**config.mk**
```make
export PLATFORM = sky130hd
export DESIGN_NAME = fault_monitor
export DESIGN_NICKNAME = d
export VERILOG_FILES = /design/src/core/fault_monitor_pkg.sv /design/src/core/fault_monitor.sv
export SDC_FILE = /design/constraint.sdc
export NUM_CORES = 1
export LEC_CHECK = 0
export BUFFER_PORTS_ARGS = -buffer_cell sky130_fd_sc_hd__buf_2
export CAP_MARGIN = 20
export CORE_UTILIZATION = 45
export DETAILED_ROUTE_END_ITERATION = 12
export HOLD_SLACK_MARGIN = 0.05
export PLACE_DENSITY = 0.77
export SLEW_MARGIN = 20
export SYNTH_ARGS = -nofsm -noshare
export SYNTH_HDL_FRONTEND = slang
export SYNTH_SLANG_ARGS = --single-unit
export TNS_END_PERCENT = 10
```
**constraint.sdc**
```tcl
create_clock -name CLK -period 1.1 [get_ports CLK]
set_input_delay 0.22 -clock CLK [delete_from_list [all_inputs] [get_ports CLK]]
set_output_delay 0.22 -clock CLK [all_outputs]
set_load 0.1 [all_outputs]
```
**src/core/fault_monitor_pkg.sv**
```systemverilog
// constants and carrier types for the fault monitor and scale limit block
package fault_monitor_pkg;

   localparam int REG_W = 16;
   localparam int SEL_W = 3;
   localparam int EXT_W = 4;
   localparam int INT_W = 5;

   localparam logic [7:0]  CFG_ADDR    = 8'h05;
   localparam logic [7:0]  ALARM_ADDR  = 8'h08;
   localparam logic [15:0] CFG_RESET   = 16'h0000;
   localparam logic [15:0] ALARM_RESET = 16'h0000;
   localparam logic [15:0] READ_ZERO   = 16'h0000;

   localparam int EXT_FAULT_DRIVE_EN_BIT = 11;
   localparam int INT_FAULT_DRIVE_EN_BIT = 10;
   localparam int EXT_FAULT_POL_BIT      = 9;
   localparam int INT_FAULT_POL_BIT      = 8;
   localparam int CLIP_EN_BIT            = 6;
   localparam int OVER_SCALE_SEL_LSB     = 3;
   localparam int UNDER_SCALE_SEL_LSB    = 0;

   localparam int EXT_ALARM_LSB    = 0;
   localparam int INT_ALARM_LSB    = 4;
   localparam int POS_LO_ALARM_BIT = 0;
   localparam int NEG_LO_ALARM_BIT = 2;
   localparam int A1_LO_ALARM_BIT  = 7;

   localparam int ADDR_W_MIN = 4;
   localparam int ADDR_W_MAX = 8;

   // external group, msb first so it lands on alarm bits 3..0
   typedef struct packed {
      logic neg_input_high_alarm;
      logic neg_input_low_alarm;
      logic pos_input_high_alarm;
      logic pos_input_low_alarm;
   } ext_cmp_t;

   // internal group, lands on alarm bits 8..4
   typedef struct packed {
      logic a1_sat_high;
      logic a1_sat_low;
      logic a2_sat_high;
      logic a2_sat_low;
      logic a3_common_mode;
   } int_cmp_t;

   typedef struct packed {
      ext_cmp_t ext;
      int_cmp_t intl;
      logic     over_scale_trip;
      logic     under_scale_trip;
      logic     exc_ref_lower;
   } cmp_in_t;

   typedef struct packed {
      cmp_in_t            s1;
      cmp_in_t            s2;
      logic [REG_W-1:0]   cfg;
      logic [REG_W-1:0]   alarm;
      logic [REG_W-1:0]   rdata;
      logic               rvalid;
      logic               force_out;
      logic               rail_high;
      logic               clip_high;
      logic               clip_low;
      logic               use_exc;
   } state_t;

endpackage

```
**src/core/fault_monitor.sv**
```systemverilog
// fault monitor, alarm status capture and over/under-scale limit control
//
// Functional notes
// open input sets only its own low alarm
// trip reference excitation-based only while excitation enabled
// internal group flags amplifier saturation, common mode
// host keeps internal group enabled during calibration
// alarm status readable at register 8
// alarm status tracks comparators while output enabled
// alarm status frozen while output disabled
// each group ORed into one fault flag
// config bit 11 gates external fault drive
// config bit 10 gates internal fault drive
// config bit 8 sets internal fault rail
// config bit 9 sets external fault rail
// external polarity wins when both faults active
// enabled fault overrides linear output and clipping
// clipping active only when config bit 6 set
// config bits 5:3 select over-scale ratio
// config bits 2:0 select under-scale ratio
// two comparators clip output high and low
// first amplifier low saturation sets its alarm
// alarm status read-only, writes ignored
`timescale 1ns/1ps
module fault_monitor
#(
   parameter int ADDR_W = 8
)
(
   input  wire logic                                     CLK,
   input  wire logic                                     SRST,
   input  wire fault_monitor_pkg::cmp_in_t               CMP_IN,
   input  wire logic                                     OUTPUT_EN,
   input  wire logic                                     EXCITATION_EN,
   input  wire logic [ADDR_W-1:0]                        REG_ADDR,
   input  wire logic [fault_monitor_pkg::REG_W-1:0]      REG_WDATA,
   input  wire logic                                     REG_WR,
   input  wire logic                                     REG_RD,
   output logic      [fault_monitor_pkg::REG_W-1:0]      REG_RDATA,
   output logic                                          REG_RVALID,
   output logic                                          FAULT_FORCE,
   output logic                                          FAULT_RAIL_HIGH,
   output logic                                          CLIP_EN,
   output logic      [fault_monitor_pkg::SEL_W-1:0]      OVER_SCALE_SEL,
   output logic      [fault_monitor_pkg::SEL_W-1:0]      UNDER_SCALE_SEL,
   output logic                                          CLIP_HIGH,
   output logic                                          CLIP_LOW,
   output logic                                          TRIP_REF_USE_EXC
);
   import fault_monitor_pkg::*;

   generate
      if ((ADDR_W < ADDR_W_MIN) || (ADDR_W > ADDR_W_MAX))
      begin : g_bad_addr_w
         $error("ADDR_W out of range");
      end
   endgenerate

   state_t              st_reg;
   state_t              st_next;
   logic                ext_flag;
   logic                int_flag;
   logic                ext_fire;
   logic                int_fire;
   logic                any_fire;
   logic                cfg_hit;
   logic                alarm_hit;
   logic [REG_W-1:0]    alarm_live;

   // group flags and drive gating
   always_comb
   begin
      ext_flag = |st_reg.s2.ext;
      int_flag = |st_reg.s2.intl;
      ext_fire = ext_flag & st_reg.cfg[EXT_FAULT_DRIVE_EN_BIT];
      int_fire = int_flag & st_reg.cfg[INT_FAULT_DRIVE_EN_BIT];
      any_fire = ext_fire | int_fire;
   end

   // each external and internal group comparator owns exactly one alarm bit
   always_comb
   begin
      alarm_live = ALARM_RESET;
      alarm_live[EXT_ALARM_LSB +: EXT_W] = st_reg.s2.ext;
      alarm_live[INT_ALARM_LSB +: INT_W] = st_reg.s2.intl;
   end

   // address decode
   always_comb
   begin
      cfg_hit   = 1'b0;
      alarm_hit = 1'b0;
      if (REG_ADDR == ADDR_W'(CFG_ADDR))
      begin
         cfg_hit = 1'b1;
      end
      else if (REG_ADDR == ADDR_W'(ALARM_ADDR))
      begin
         alarm_hit = 1'b1;
      end
   end

   always_comb
   begin
      st_next = st_reg;

      // two-stage synchroniser for the analog comparators
      st_next.s1 = CMP_IN;
      st_next.s2 = st_reg.s1;

      // alarm capture: live while enabled, held otherwise
      if (OUTPUT_EN)
      begin
         st_next.alarm = alarm_live;
      end
      else
      begin
         st_next.alarm = st_reg.alarm;
      end

      // only the configuration register takes writes
      if (REG_WR && cfg_hit)
      begin
         st_next.cfg = REG_WDATA;
      end

      // read port, one cycle latency
      st_next.rvalid = REG_RD;
      if (REG_RD)
      begin
         if (cfg_hit)
         begin
            st_next.rdata = st_reg.cfg;
         end
         else if (alarm_hit)
         begin
            st_next.rdata = st_reg.alarm;
         end
         else
         begin
            st_next.rdata = READ_ZERO;
         end
      end

      // fault drive, external group takes priority
      st_next.force_out = any_fire;
      if (ext_fire)
      begin
         st_next.rail_high = st_reg.cfg[EXT_FAULT_POL_BIT];
      end
      else if (int_fire)
      begin
         st_next.rail_high = st_reg.cfg[INT_FAULT_POL_BIT];
      end
      else
      begin
         st_next.rail_high = 1'b0;
      end

      // clipping, suppressed while a fault drives the output
      st_next.clip_high = st_reg.cfg[CLIP_EN_BIT] & st_reg.s2.over_scale_trip
                          & ~any_fire;
      st_next.clip_low  = st_reg.cfg[CLIP_EN_BIT] & st_reg.s2.under_scale_trip
                          & ~any_fire;

      // minimum reference selector for external input comparators
      st_next.use_exc = EXCITATION_EN & st_reg.s2.exc_ref_lower;

      if (SRST)
      begin
         st_next       = '0;
         st_next.cfg   = CFG_RESET;
         st_next.alarm = ALARM_RESET;
      end
   end

   always_ff @(posedge CLK)
   begin
      st_reg <= st_next;
   end

   // outputs straight from the state register
   always_comb
   begin
      REG_RDATA        = st_reg.rdata;
      REG_RVALID       = st_reg.rvalid;
      FAULT_FORCE      = st_reg.force_out;
      FAULT_RAIL_HIGH  = st_reg.rail_high;
      CLIP_EN          = st_reg.cfg[CLIP_EN_BIT];
      OVER_SCALE_SEL   = st_reg.cfg[OVER_SCALE_SEL_LSB +: SEL_W];
      UNDER_SCALE_SEL  = st_reg.cfg[UNDER_SCALE_SEL_LSB +: SEL_W];
      CLIP_HIGH        = st_reg.clip_high;
      CLIP_LOW         = st_reg.clip_low;
      TRIP_REF_USE_EXC = st_reg.use_exc;
   end
endmodule

```
==> results.json, run 1 <==
{
  "ys_async_sr_fraction": 0,
  "hold_viol": 0,
  "numCtsBuffers": 9,
  "design.core.area_sq_um": 5991,
  "placed_area_sq_um": 3615,
  "clk_pin_slew_ns": 0.07,
  "swShare": 0.2110,
  "dieHeight_um": 81.29,
  "skew_ns": 0.009478,
  "cp.required_ns": 1.34,
  "p_clk_frac": 0.464,
  "crit_chain": "o41ai_4 -> buf_4 -> nand3b_1 -> o32ai_2",
  "cts_tree": "done",
  "synth_edf_count": 0,
  "overflow": 0,
  "violations": "negative setup slack",
  "final.setup.worst_slack_ns": -0.09381,
  "clkSinkCount": 71,
  "rows": 28,
  "fmax_ghz": 0.8377,
  "synth.area.top_cells": "dfxtp_1 50%, buf_4 6.4%, nor2b_1 5.5%",
  "num_antenna_cells": 0,
  "intPower_mw": 4.397,
  "htreeDepth": 3,
  "first_pass_iters": 4,
  "grt_max_degree": 40,
  "synthTopCellsByCount": "71 x dfxtp_1, 25 x inv_1, 25 x nor2b_1",
  "cpPeakStageDelay_ns": 0.36,
  "gp_congestion": 0.7535,
  "pre_cts_slack_ns": -0.1997,
  "synth_top_cell_area_share": 0.5024,
  "worstPathMaxFanout": 5,
  "fin_util": 0.6654,
  "slew-limit-headroom": 0.7358,
  "final-max-slew-violation-count": 0,
  "fin_nets": 388,
  "arrival_ns": 1.44,
  "p_sw_mw": 1.175,
  "via_count": 2281,
  "pin_count": 71,
  "hp-class": "input pin to register",
  "power_mw": 5.572,
  "seqPwrFrac": 0.472,
  "synth_nets": 333,
  "syn_inst": 291,
  "grt_pass1_vias": 2121,
  "syn_area_sq_um": 2829,
  "io_buffers": 70,
  "cp-end-kind": "register",
  "clockRootBuffer": "clkbuf_8",
  "drt_iter0_markers": 221,
  "area_delta_synth_final_pct": 40.91,
  "status": "finished, violations left",
  "yosysUniqueCellTypes": 27,
  "ant_nets": 0,
  "period_needed_ns": 1.194,
  "clock_path_buffers": 2,
  "yosys.area.top_type": "dfxtp_1",
  "antenna_found_initial": 0,
  "hold_buffers": 0,
  "grtUsageTotal": 0.2056,
  "dieArea_sq_um": 6607,
  "ir_drop_uv": 973.0,
  "initial_core_util": 0.4722,
  "seq_area_frac_synth": 0.5024,
  "cp_num_buf_inv": 1,
  "syn_avg_cell_area_sq_um": 9.722,
  "synth_ff_type": "dfxtp_1",
  "vias_per_cell": 5.354,
  "grt_pass1_wl_um": 10020,
  "synth-seq-cells": 71,
  "yosysMostFrequentCell": "dfxtp_1",
  "critical_path_class": "register to register",
  "routedWlPerCell_um": 14.51,
  "grt_setup_unrepaired": "true",
  "cpMaxStageDelayCell": "o41ai_4",
  "final_layout_size_suffix_gt1_frac": 0.4501,
  "maxCapViolCount": 0,
  "largest_register_ffs": 33,
  "fp.dieW_um": 81.29,
  "fin_area_sq_um": 3986,
  "cp-start-kind": "register",
  "power_leakage_nw": 1.513,
  "ys_warn_count": 0,
  "power_density_nw_per_um2": 1398,
  "p_comb_frac": 0.063,
  "worstMarginPinSlew_ns": 0.3963,
  "drc": 0,
  "drt_wl_total_um": 6183,
  "fin_crit_sh": 1.085,
  "critical-path-top-delay-family": "compound AO/OA/AOI/OAI gates",
  "worstSkewPairLatency_ns": 0.35,
  "setup_viol": 15,
  "dpl.hpwl_um": 4162
}
-- path summary, 6_finish.rpt --
kind | cells past startpoint | slack (ns) | endpoint | startpoint
worst max-delay path | 4 | -0.09 | FAULT_RAIL_HIGH | alarm_live[0]
worst min-delay path | 2 | 0.08 | st_reg[77] | CMP_IN[11]
worst max register to register | 4 | -0.09 | FAULT_RAIL_HIGH | alarm_live[0]
worst min register to register | 2 | 0.41 | TRIP_REF_USE_EXC | st_reg[54]
-- metal layers --
metal	part of all wire	global-route usage	vias up
li1	-	-	1107
met5	0	0	-
met2	0.51	0.3542	88
met1	0.40	0.2345	1074
met3	0.065	0.04270	12
met4	0.024	0.1161	0
-- area by class of cell --
| class | instances | area (sq um) |
|---|---|---|
| clock inverter | 5 | 103.9 |
| timing repair buffer | 89 | 978.4 |
| tap | 75 | 93.84 |
| multi-input combinational | 150 | 1089 |
| inverter | 25 | 93.84 |
| clock buffer | 11 | 151.4 |
| sequential | 71 | 1476 |
| fill | 460 | 2004 |
-- what timing repair did --
item                                    in CTS  in global routing
buffers inserted                             4                  0
pin swaps                                    1                  1
endpoints found under the setup margin      33                 31
gates resized for setup                     37                  3
-- worst register-to-register path, stage by stage, from the launching register on --
cell and delay [ns]:
dfxtp_2 0.34, o41ai_4 0.36, buf_4 0.19, nand3b_1 0.09, o32ai_2 0.12
-- stage by stage --
step,std cells,TNS (ns),hold slack [ns]
6_report,426,-0.3365,0.08264
5_1_grt,426,-1.080,0.07750
4_1_cts,426,-0.6483,0.06378
3_5_place_dp,406,-4.717,0.4136
3_3_place_gp,406,-3.419,0.4017
2_1_floorplan,291,-0.5276,0.3404
-- kinds of logic (layout without fill, tap and decap cells) --
logic type	Yosys count	in the layout	share of synthesized area
compound gates	62	62	0.1570
mux	9	9	0.03185
simple gates	79	79	0.1760
flops	71	71	0.5024
buf+inv	70	130	0.1327
-- layout by cell type (no fill, tap or decap) --
cell type / instances
bufinv_16: 3
and3b_1: 1
nor3_1: 1
nor3b_2: 1
o32ai_2: 1
inv_1: 25
o41a_1: 1
dfxtp_2: 23
o41ai_4: 2
nand3_1: 1
or2_4: 1
buf_2: 41
nand2b_1: 7
nand4_1: 23
dfxtp_1: 41
nor2b_1: 25
clkbuf_8: 11
a31o_2: 16
dfxtp_4: 7
a21oi_1: 24
mux2i_1: 9
a22oi_1: 9
o32ai_1: 9
clkinv_2: 1
buf_4: 15
nand3b_1: 1
nor2_1: 13
buf_12: 33
nand4b_1: 2
clkinv_4: 1
nor4b_4: 2
nand2_1: 1
-- power by group through the flow --
stage | clock (mW) | combinational, mW | sequential (mW)
after floorplan | 0 | 0.163 | 2.71
after global placement | 0 | 0.335 | 2.70
after detailed placement | 0 | 0.346 | 2.70
after CTS | 2.62 | 0.352 | 2.64
after global routing | 2.75 | 0.381 | 2.64
final | 2.59 | 0.353 | 2.63
Note: power is estimated with default switching activity, not from simulation.
==> run 2, diff against run 1 <==
BUFFER_PORTS_ARGS = default   (was -buffer_cell sky130_fd_sc_hd__buf_2)
DONT_BUFFER_PORTS = 1   (was default)
PLACE_DENSITY = 0.67   (was 0.77)
==> results.json, run 2 (synthesis results as in run 1) <==
{
  "status": "finished, violations left",
  "violations": "negative hold slack, negative setup slack",
  "cp-start-kind": "register",
  "gp_congestion": 0.7108,
  "hp-class": "input pin to register",
  "hold_ws_ns": -0.06150,
  "seqPwrFrac": 0.532,
  "intPower_mw": 3.812,
  "power_density_nw_per_um2": 1278,
  "grt_max_degree": 73,
  "critical-path-top-delay-family": "flip-flops",
  "worstSkewPairLatency_ns": 0.35,
  "cp.required_ns": 0.88,
  "p_clk_frac": 0.425,
  "hold_viol": 43,
  "crit_chain": "buf_12",
  "io_buffers": 0,
  "cp-end-kind": "primary output",
  "dieArea_sq_um": 6607,
  "fin_nets": 361,
  "area_delta_synth_final_pct": 36.80,
  "via_count": 2139,
  "ant_nets": 0,
  "power_leakage_nw": 1.478,
  "final_cell_mix": "41 x dfxtp_1, 31 x buf_12, 25 x inv_1, 25 x nor2b_1, 24 x a21oi_1",
  "clockRootBuffer": "clkbuf_8",
  "cpPeakStageDelay_ns": 0.39,
  "routedWlPerCell_um": 15.28,
  "skew_ns": 0.006642,
  "cts_tree": "done",
  "overflow": 0,
  "p_sw_mw": 1.132,
  "first_pass_iters": 4,
  "num_antenna_cells": 0,
  "period_needed_ns": 1.136,
  "final_common_cell": "dfxtp_1",
  "power_mw": 4.944,
  "drt_wl_total_um": 6098,
  "rows": 28,
  "grt_pass1_wl_um": 9777,
  "clkSinkCount": 71,
  "slew-limit-headroom": 0.5921,
  "dieHeight_um": 81.29,
  "htreeDepth": 3,
  "worstMarginPinSlew_ns": 0.6091,
  "vias_per_cell": 5.361,
  "initial_core_util": 0.4722,
  "grtUsageTotal": 0.2039,
  "grt_pass1_vias": 1968,
  "final-max-slew-violation-count": 0,
  "fin_crit_sh": 1.033,
  "clock_path_buffers": 2,
  "design.core.area_sq_um": 5991,
  "dpl.hpwl_um": 3717,
  "worstPathMaxFanout": 3,
  "fmax_ghz": 0.8803,
  "fin_util": 0.6460,
  "final.setup.worst_slack_ns": -0.03604,
  "swShare": 0.2290,
  "largest_register_ffs": 33,
  "arrival_ns": 0.92,
  "numCtsBuffers": 9,
  "critical_path_class": "register to primary output",
  "fp.dieW_um": 81.29,
  "antenna_found_initial": 0,
  "drc": 0,
  "cpMaxStageDelayCell": "dfxtp_4",
  "hold_buffers": 26,
  "final_layout_size_suffix_gt1_frac": 0.3210,
  "p_comb_frac": 0.043,
  "setup_viol": 17,
  "cp_num_buf_inv": 1,
  "drt_iter0_markers": 197,
  "maxCapViolCount": 0,
  "grt_setup_unrepaired": "true",
  "clk_pin_slew_ns": 0.08,
  "ir_drop_uv": 1047,
  "pin_count": 71
}
-- run 2: worst paths after layout --
kind	startpoint	endpoint	slack, ns	cells after the start
setup / recovery	UNDER_SCALE_SEL[0]	UNDER_SCALE_SEL[0]	-0.04	1
hold / removal	SRST	OVER_SCALE_SEL[0]	-0.06	1
setup reg to reg	alarm_live[0]	CLIP_LOW	-0.02	4
hold reg to reg	st_reg[56]	CLIP_HIGH	0.47	2
-- run 2: power by group through the flow --
stage / registers [mW] / clock network, mW / logic (mW)
6_report: 2.63 / 2.10 / 0.215
5_1_grt: 2.63 / 2.32 / 0.231
4_1_cts: 2.63 / 2.16 / 0.209
3_5_place_dp: 2.70 / 0 / 0.146
3_3_place_gp: 2.70 / 0 / 0.143
2_1_floorplan: 2.71 / 0 / 0.163
-- run 2: metrics by stage --
| step | instances | setup TNS [ns] | worst slack, ns | cell area (sq um) |
|---|---|---|---|---|
| global placement | 355 | -0.3088 | -0.06598 | 3122 |
| floorplan | 291 | -0.5276 | -0.03456 | 2845 |
| global route | 399 | -1.213 | -0.09118 | 3870 |
| detailed placement | 355 | -0.8954 | -0.1023 | 3122 |
| CTS | 399 | -0.7674 | -0.05268 | 3856 |
| finish | 399 | -0.1876 | -0.03604 | 3870 |
-- run 2: metal layers --
metal | GRT usage | vias to the layer above | wire (um)
met4 | 0.09643 | 0 | 113
met5 | 0 | - | 0
met2 | 0.3300 | 75 | 3112
li1 | - | 1053 | -
met3 | 0.06966 | 7 | 385
met1 | 0.2406 | 1004 | 2487
-- run 2: layout make-up --
class / count / area (sq um)
Tap cell: 75 / 93.84
Sequential cell: 71 / 1476
Clock buffer: 9 / 123.9
Fill cell: 482 / 2121
Inverter: 25 / 93.84
Clock inverter: 7 / 81.33
Multi-Input combinational cell: 150 / 1070
Timing Repair Buffer: 62 / 930.9
-- run 2: worst reg2reg max path: stages, from the launching register on --
cell and delay [ns]:
dfxtp_2 0.34, o41ai_2 0.33, buf_4 0.18, nand4b_1 0.10
nor2_1 0.11
-- run 2: timing repair --
item                                    in CTS  in global routing
resized for setup                           82                  6
buffers inserted                             2                  0
endpoints found under the setup margin      33                 40
endpoints found under the hold margin       71                 45
cloned                                       0                  0
pin swaps                                    2                  1
==> run 3, diff against run 2 <==
CORE_UTILIZATION = 56   (was 45)
PLACE_DENSITY = 0.79   (was 0.67)
==> results.json, run 3 (synthesis results as in run 1) <==
{
  "fin_crit_sh": 1.029,
  "period_needed_ns": 1.132,
  "p_comb_frac": 0.046,
  "seqPwrFrac": 0.531,
  "fmax_ghz": 0.8835,
  "fin_nets": 365,
  "final_layout_size_suffix_gt1_frac": 0.3303,
  "worstSkewPairLatency_ns": 0.34,
  "drc": 0,
  "final_cell_mix": "40 x dfxtp_1, 32 x buf_12, 25 x inv_1, 25 x nor2b_1, 24 x a21oi_1",
  "grt.busiest_layer": "met2",
  "drt_wl_total_um": 6261,
  "hold_viol": 42,
  "vias_per_cell": 5.561,
  "grt_use_met1": 0.2843,
  "clk_pin_slew_ns": 0.07,
  "fin_area_sq_um": 3901,
  "hold_buffers": 26,
  "use_met2": 0.4012,
  "hold_ws_ns": -0.06057,
  "final-max-slew-violation-count": 0,
  "setup_viol": 10,
  "clockRootBuffer": "clkbuf_8",
  "grt_max_degree": 73,
  "met3_usage": 0.04696,
  "final_cells": 394,
  "cpMaxStageDelayCell": "dfxtp_2",
  "fp.dieW_um": 73.08,
  "cpPeakStageDelay_ns": 0.33,
  "clock_path_buffers": 2,
  "hp-class": "input pin to register",
  "largest_register_ffs": 33,
  "maxCapViolCount": 0,
  "p_sw_mw": 1.051,
  "via_count": 2191,
  "dpl.hpwl_um": 3363,
  "violations": "negative hold slack, negative setup slack",
  "io_buffers": 0,
  "power_density_nw_per_um2": 1269,
  "intPower_mw": 3.899,
  "routedWlPerCell_um": 15.89,
  "crit_chain": "or2_4 -> o41ai_4 -> o32ai_2",
  "skew_ns": 0.008796,
  "worstMarginPinSlew_ns": 0.6459,
  "final_common_cell": "dfxtp_1",
  "pre_cts_slack_ns": -0.06407,
  "fin_setup_tns_ns": -0.1096,
  "worstPathMaxFanout": 2,
  "placed_area_sq_um": 3119,
  "rows": 25,
  "critical_path_class": "register to register",
  "antenna_found_initial": 0,
  "pin_count": 71,
  "place_inst": 348,
  "grt_pass1_wl_um": 9328,
  "area_delta_synth_final_pct": 37.90,
  "ir_drop_uv": 986.3,
  "cp-start-kind": "register",
  "ant_nets": 0,
  "numCtsBuffers": 9,
  "swShare": 0.2123,
  "initial_core_util": 0.5911,
  "grtUsageTotal": 0.2389,
  "arrival_ns": 1.34,
  "cts_tree": "done",
  "cp-end-kind": "register",
  "final.setup.worst_slack_ns": -0.03186,
  "dieHeight_um": 73.08,
  "grt_pass1_vias": 1999,
  "cp.required_ns": 1.31,
  "num_antenna_cells": 0,
  "first_pass_iters": 6,
  "slew-limit-headroom": 0.5675,
  "gp_congestion": 0.7294,
  "drt_iter0_markers": 147,
  "dieArea_sq_um": 5340,
  "status": "finished, violations left",
  "overflow": 0,
  "grt_setup_unrepaired": "true",
  "clkSinkCount": 71,
  "design.core.area_sq_um": 4786,
  "power_leakage_nw": 1.470,
  "p_clk_frac": 0.423,
  "htreeDepth": 3
}
## run 3: cell types whose count changed in the layout (fill, tap and decap cells not counted), sizes merged, moves of 2 or more
cell	change
dlymetal6s4s	-2
clkinv	-3
clkbuf	+3
buf	+4
inv	-2
dlygate4sd3	+2
## run 3: per-layer routing
| metal | routed length, um | part of all wire |
|---|---|---|
| met1 | 2517 | 0.40 |
| met2 | 3255 | 0.52 |
| met3 | 321 | 0.051 |
| met4 | 167 | 0.027 |
| met5 | 0 | 0 |
## run 3: worst max-delay path: cells and delay by family (launching register included)
| kind | cells | cell delay, ns |
|---|---|---|
| flip-flops | 1 | 0.33 |
| AND/OR/NAND/NOR | 1 | 0.26 |
| AO/OA/AOI/OAI | 2 | 0.41 |
## run 3: cell type report
cell class	count	area [sq um]
Clock buffer	12	155.1
Clock inverter	3	42.54
Fill cell	276	884.6
Inverter	25	93.84
Multi-Input combinational cell	150	1077
Sequential cell	71	1480
Tap cell	67	83.83
Timing Repair Buffer	66	968.4
## run 3: repair_timing
item                                    CTS  global route
endpoints found under the setup margin   33            33
gates cloned                              0             0
pin swaps                                 1             3
hold endpoints to repair                 71            43
buffers inserted                          3             2
resized for setup                        81            11
## run 3: power by group through the flow
| stage | combinational (mW) | clock [mW] | sequential (mW) |
|---|---|---|---|
| floorplan | 0.163 | 0 | 2.71 |
| finish | 0.229 | 2.09 | 2.63 |
| global route | 0.243 | 2.20 | 2.63 |
| detailed placement | 0.154 | 0 | 2.70 |
| CTS | 0.217 | 2.10 | 2.64 |
| global placement | 0.152 | 0 | 2.70 |
## run 3: through the flow
| stage | util | power (mW) |
|---|---|---|
| final | 0.8152 | 4.949 |
| after floorplan | - | 2.877 |
| after detailed placement | 0.6518 | 2.859 |
| after global routing | 0.8152 | 5.078 |
| after CTS | 0.8058 | 4.957 |
| after global placement | 0.6518 | 2.853 |
## run 3: final timing paths
kind | slack [ns] | end | start | cells after the start
worst max-delay path | -0.03 | FAULT_RAIL_HIGH | alarm_live[5] | 3
worst min register to register | 0.46 | CLIP_HIGH | st_reg[56] | 2
worst max register to register | -0.03 | FAULT_RAIL_HIGH | alarm_live[5] | 3
worst min-delay path | -0.06 | st_reg[28] | SRST | 1
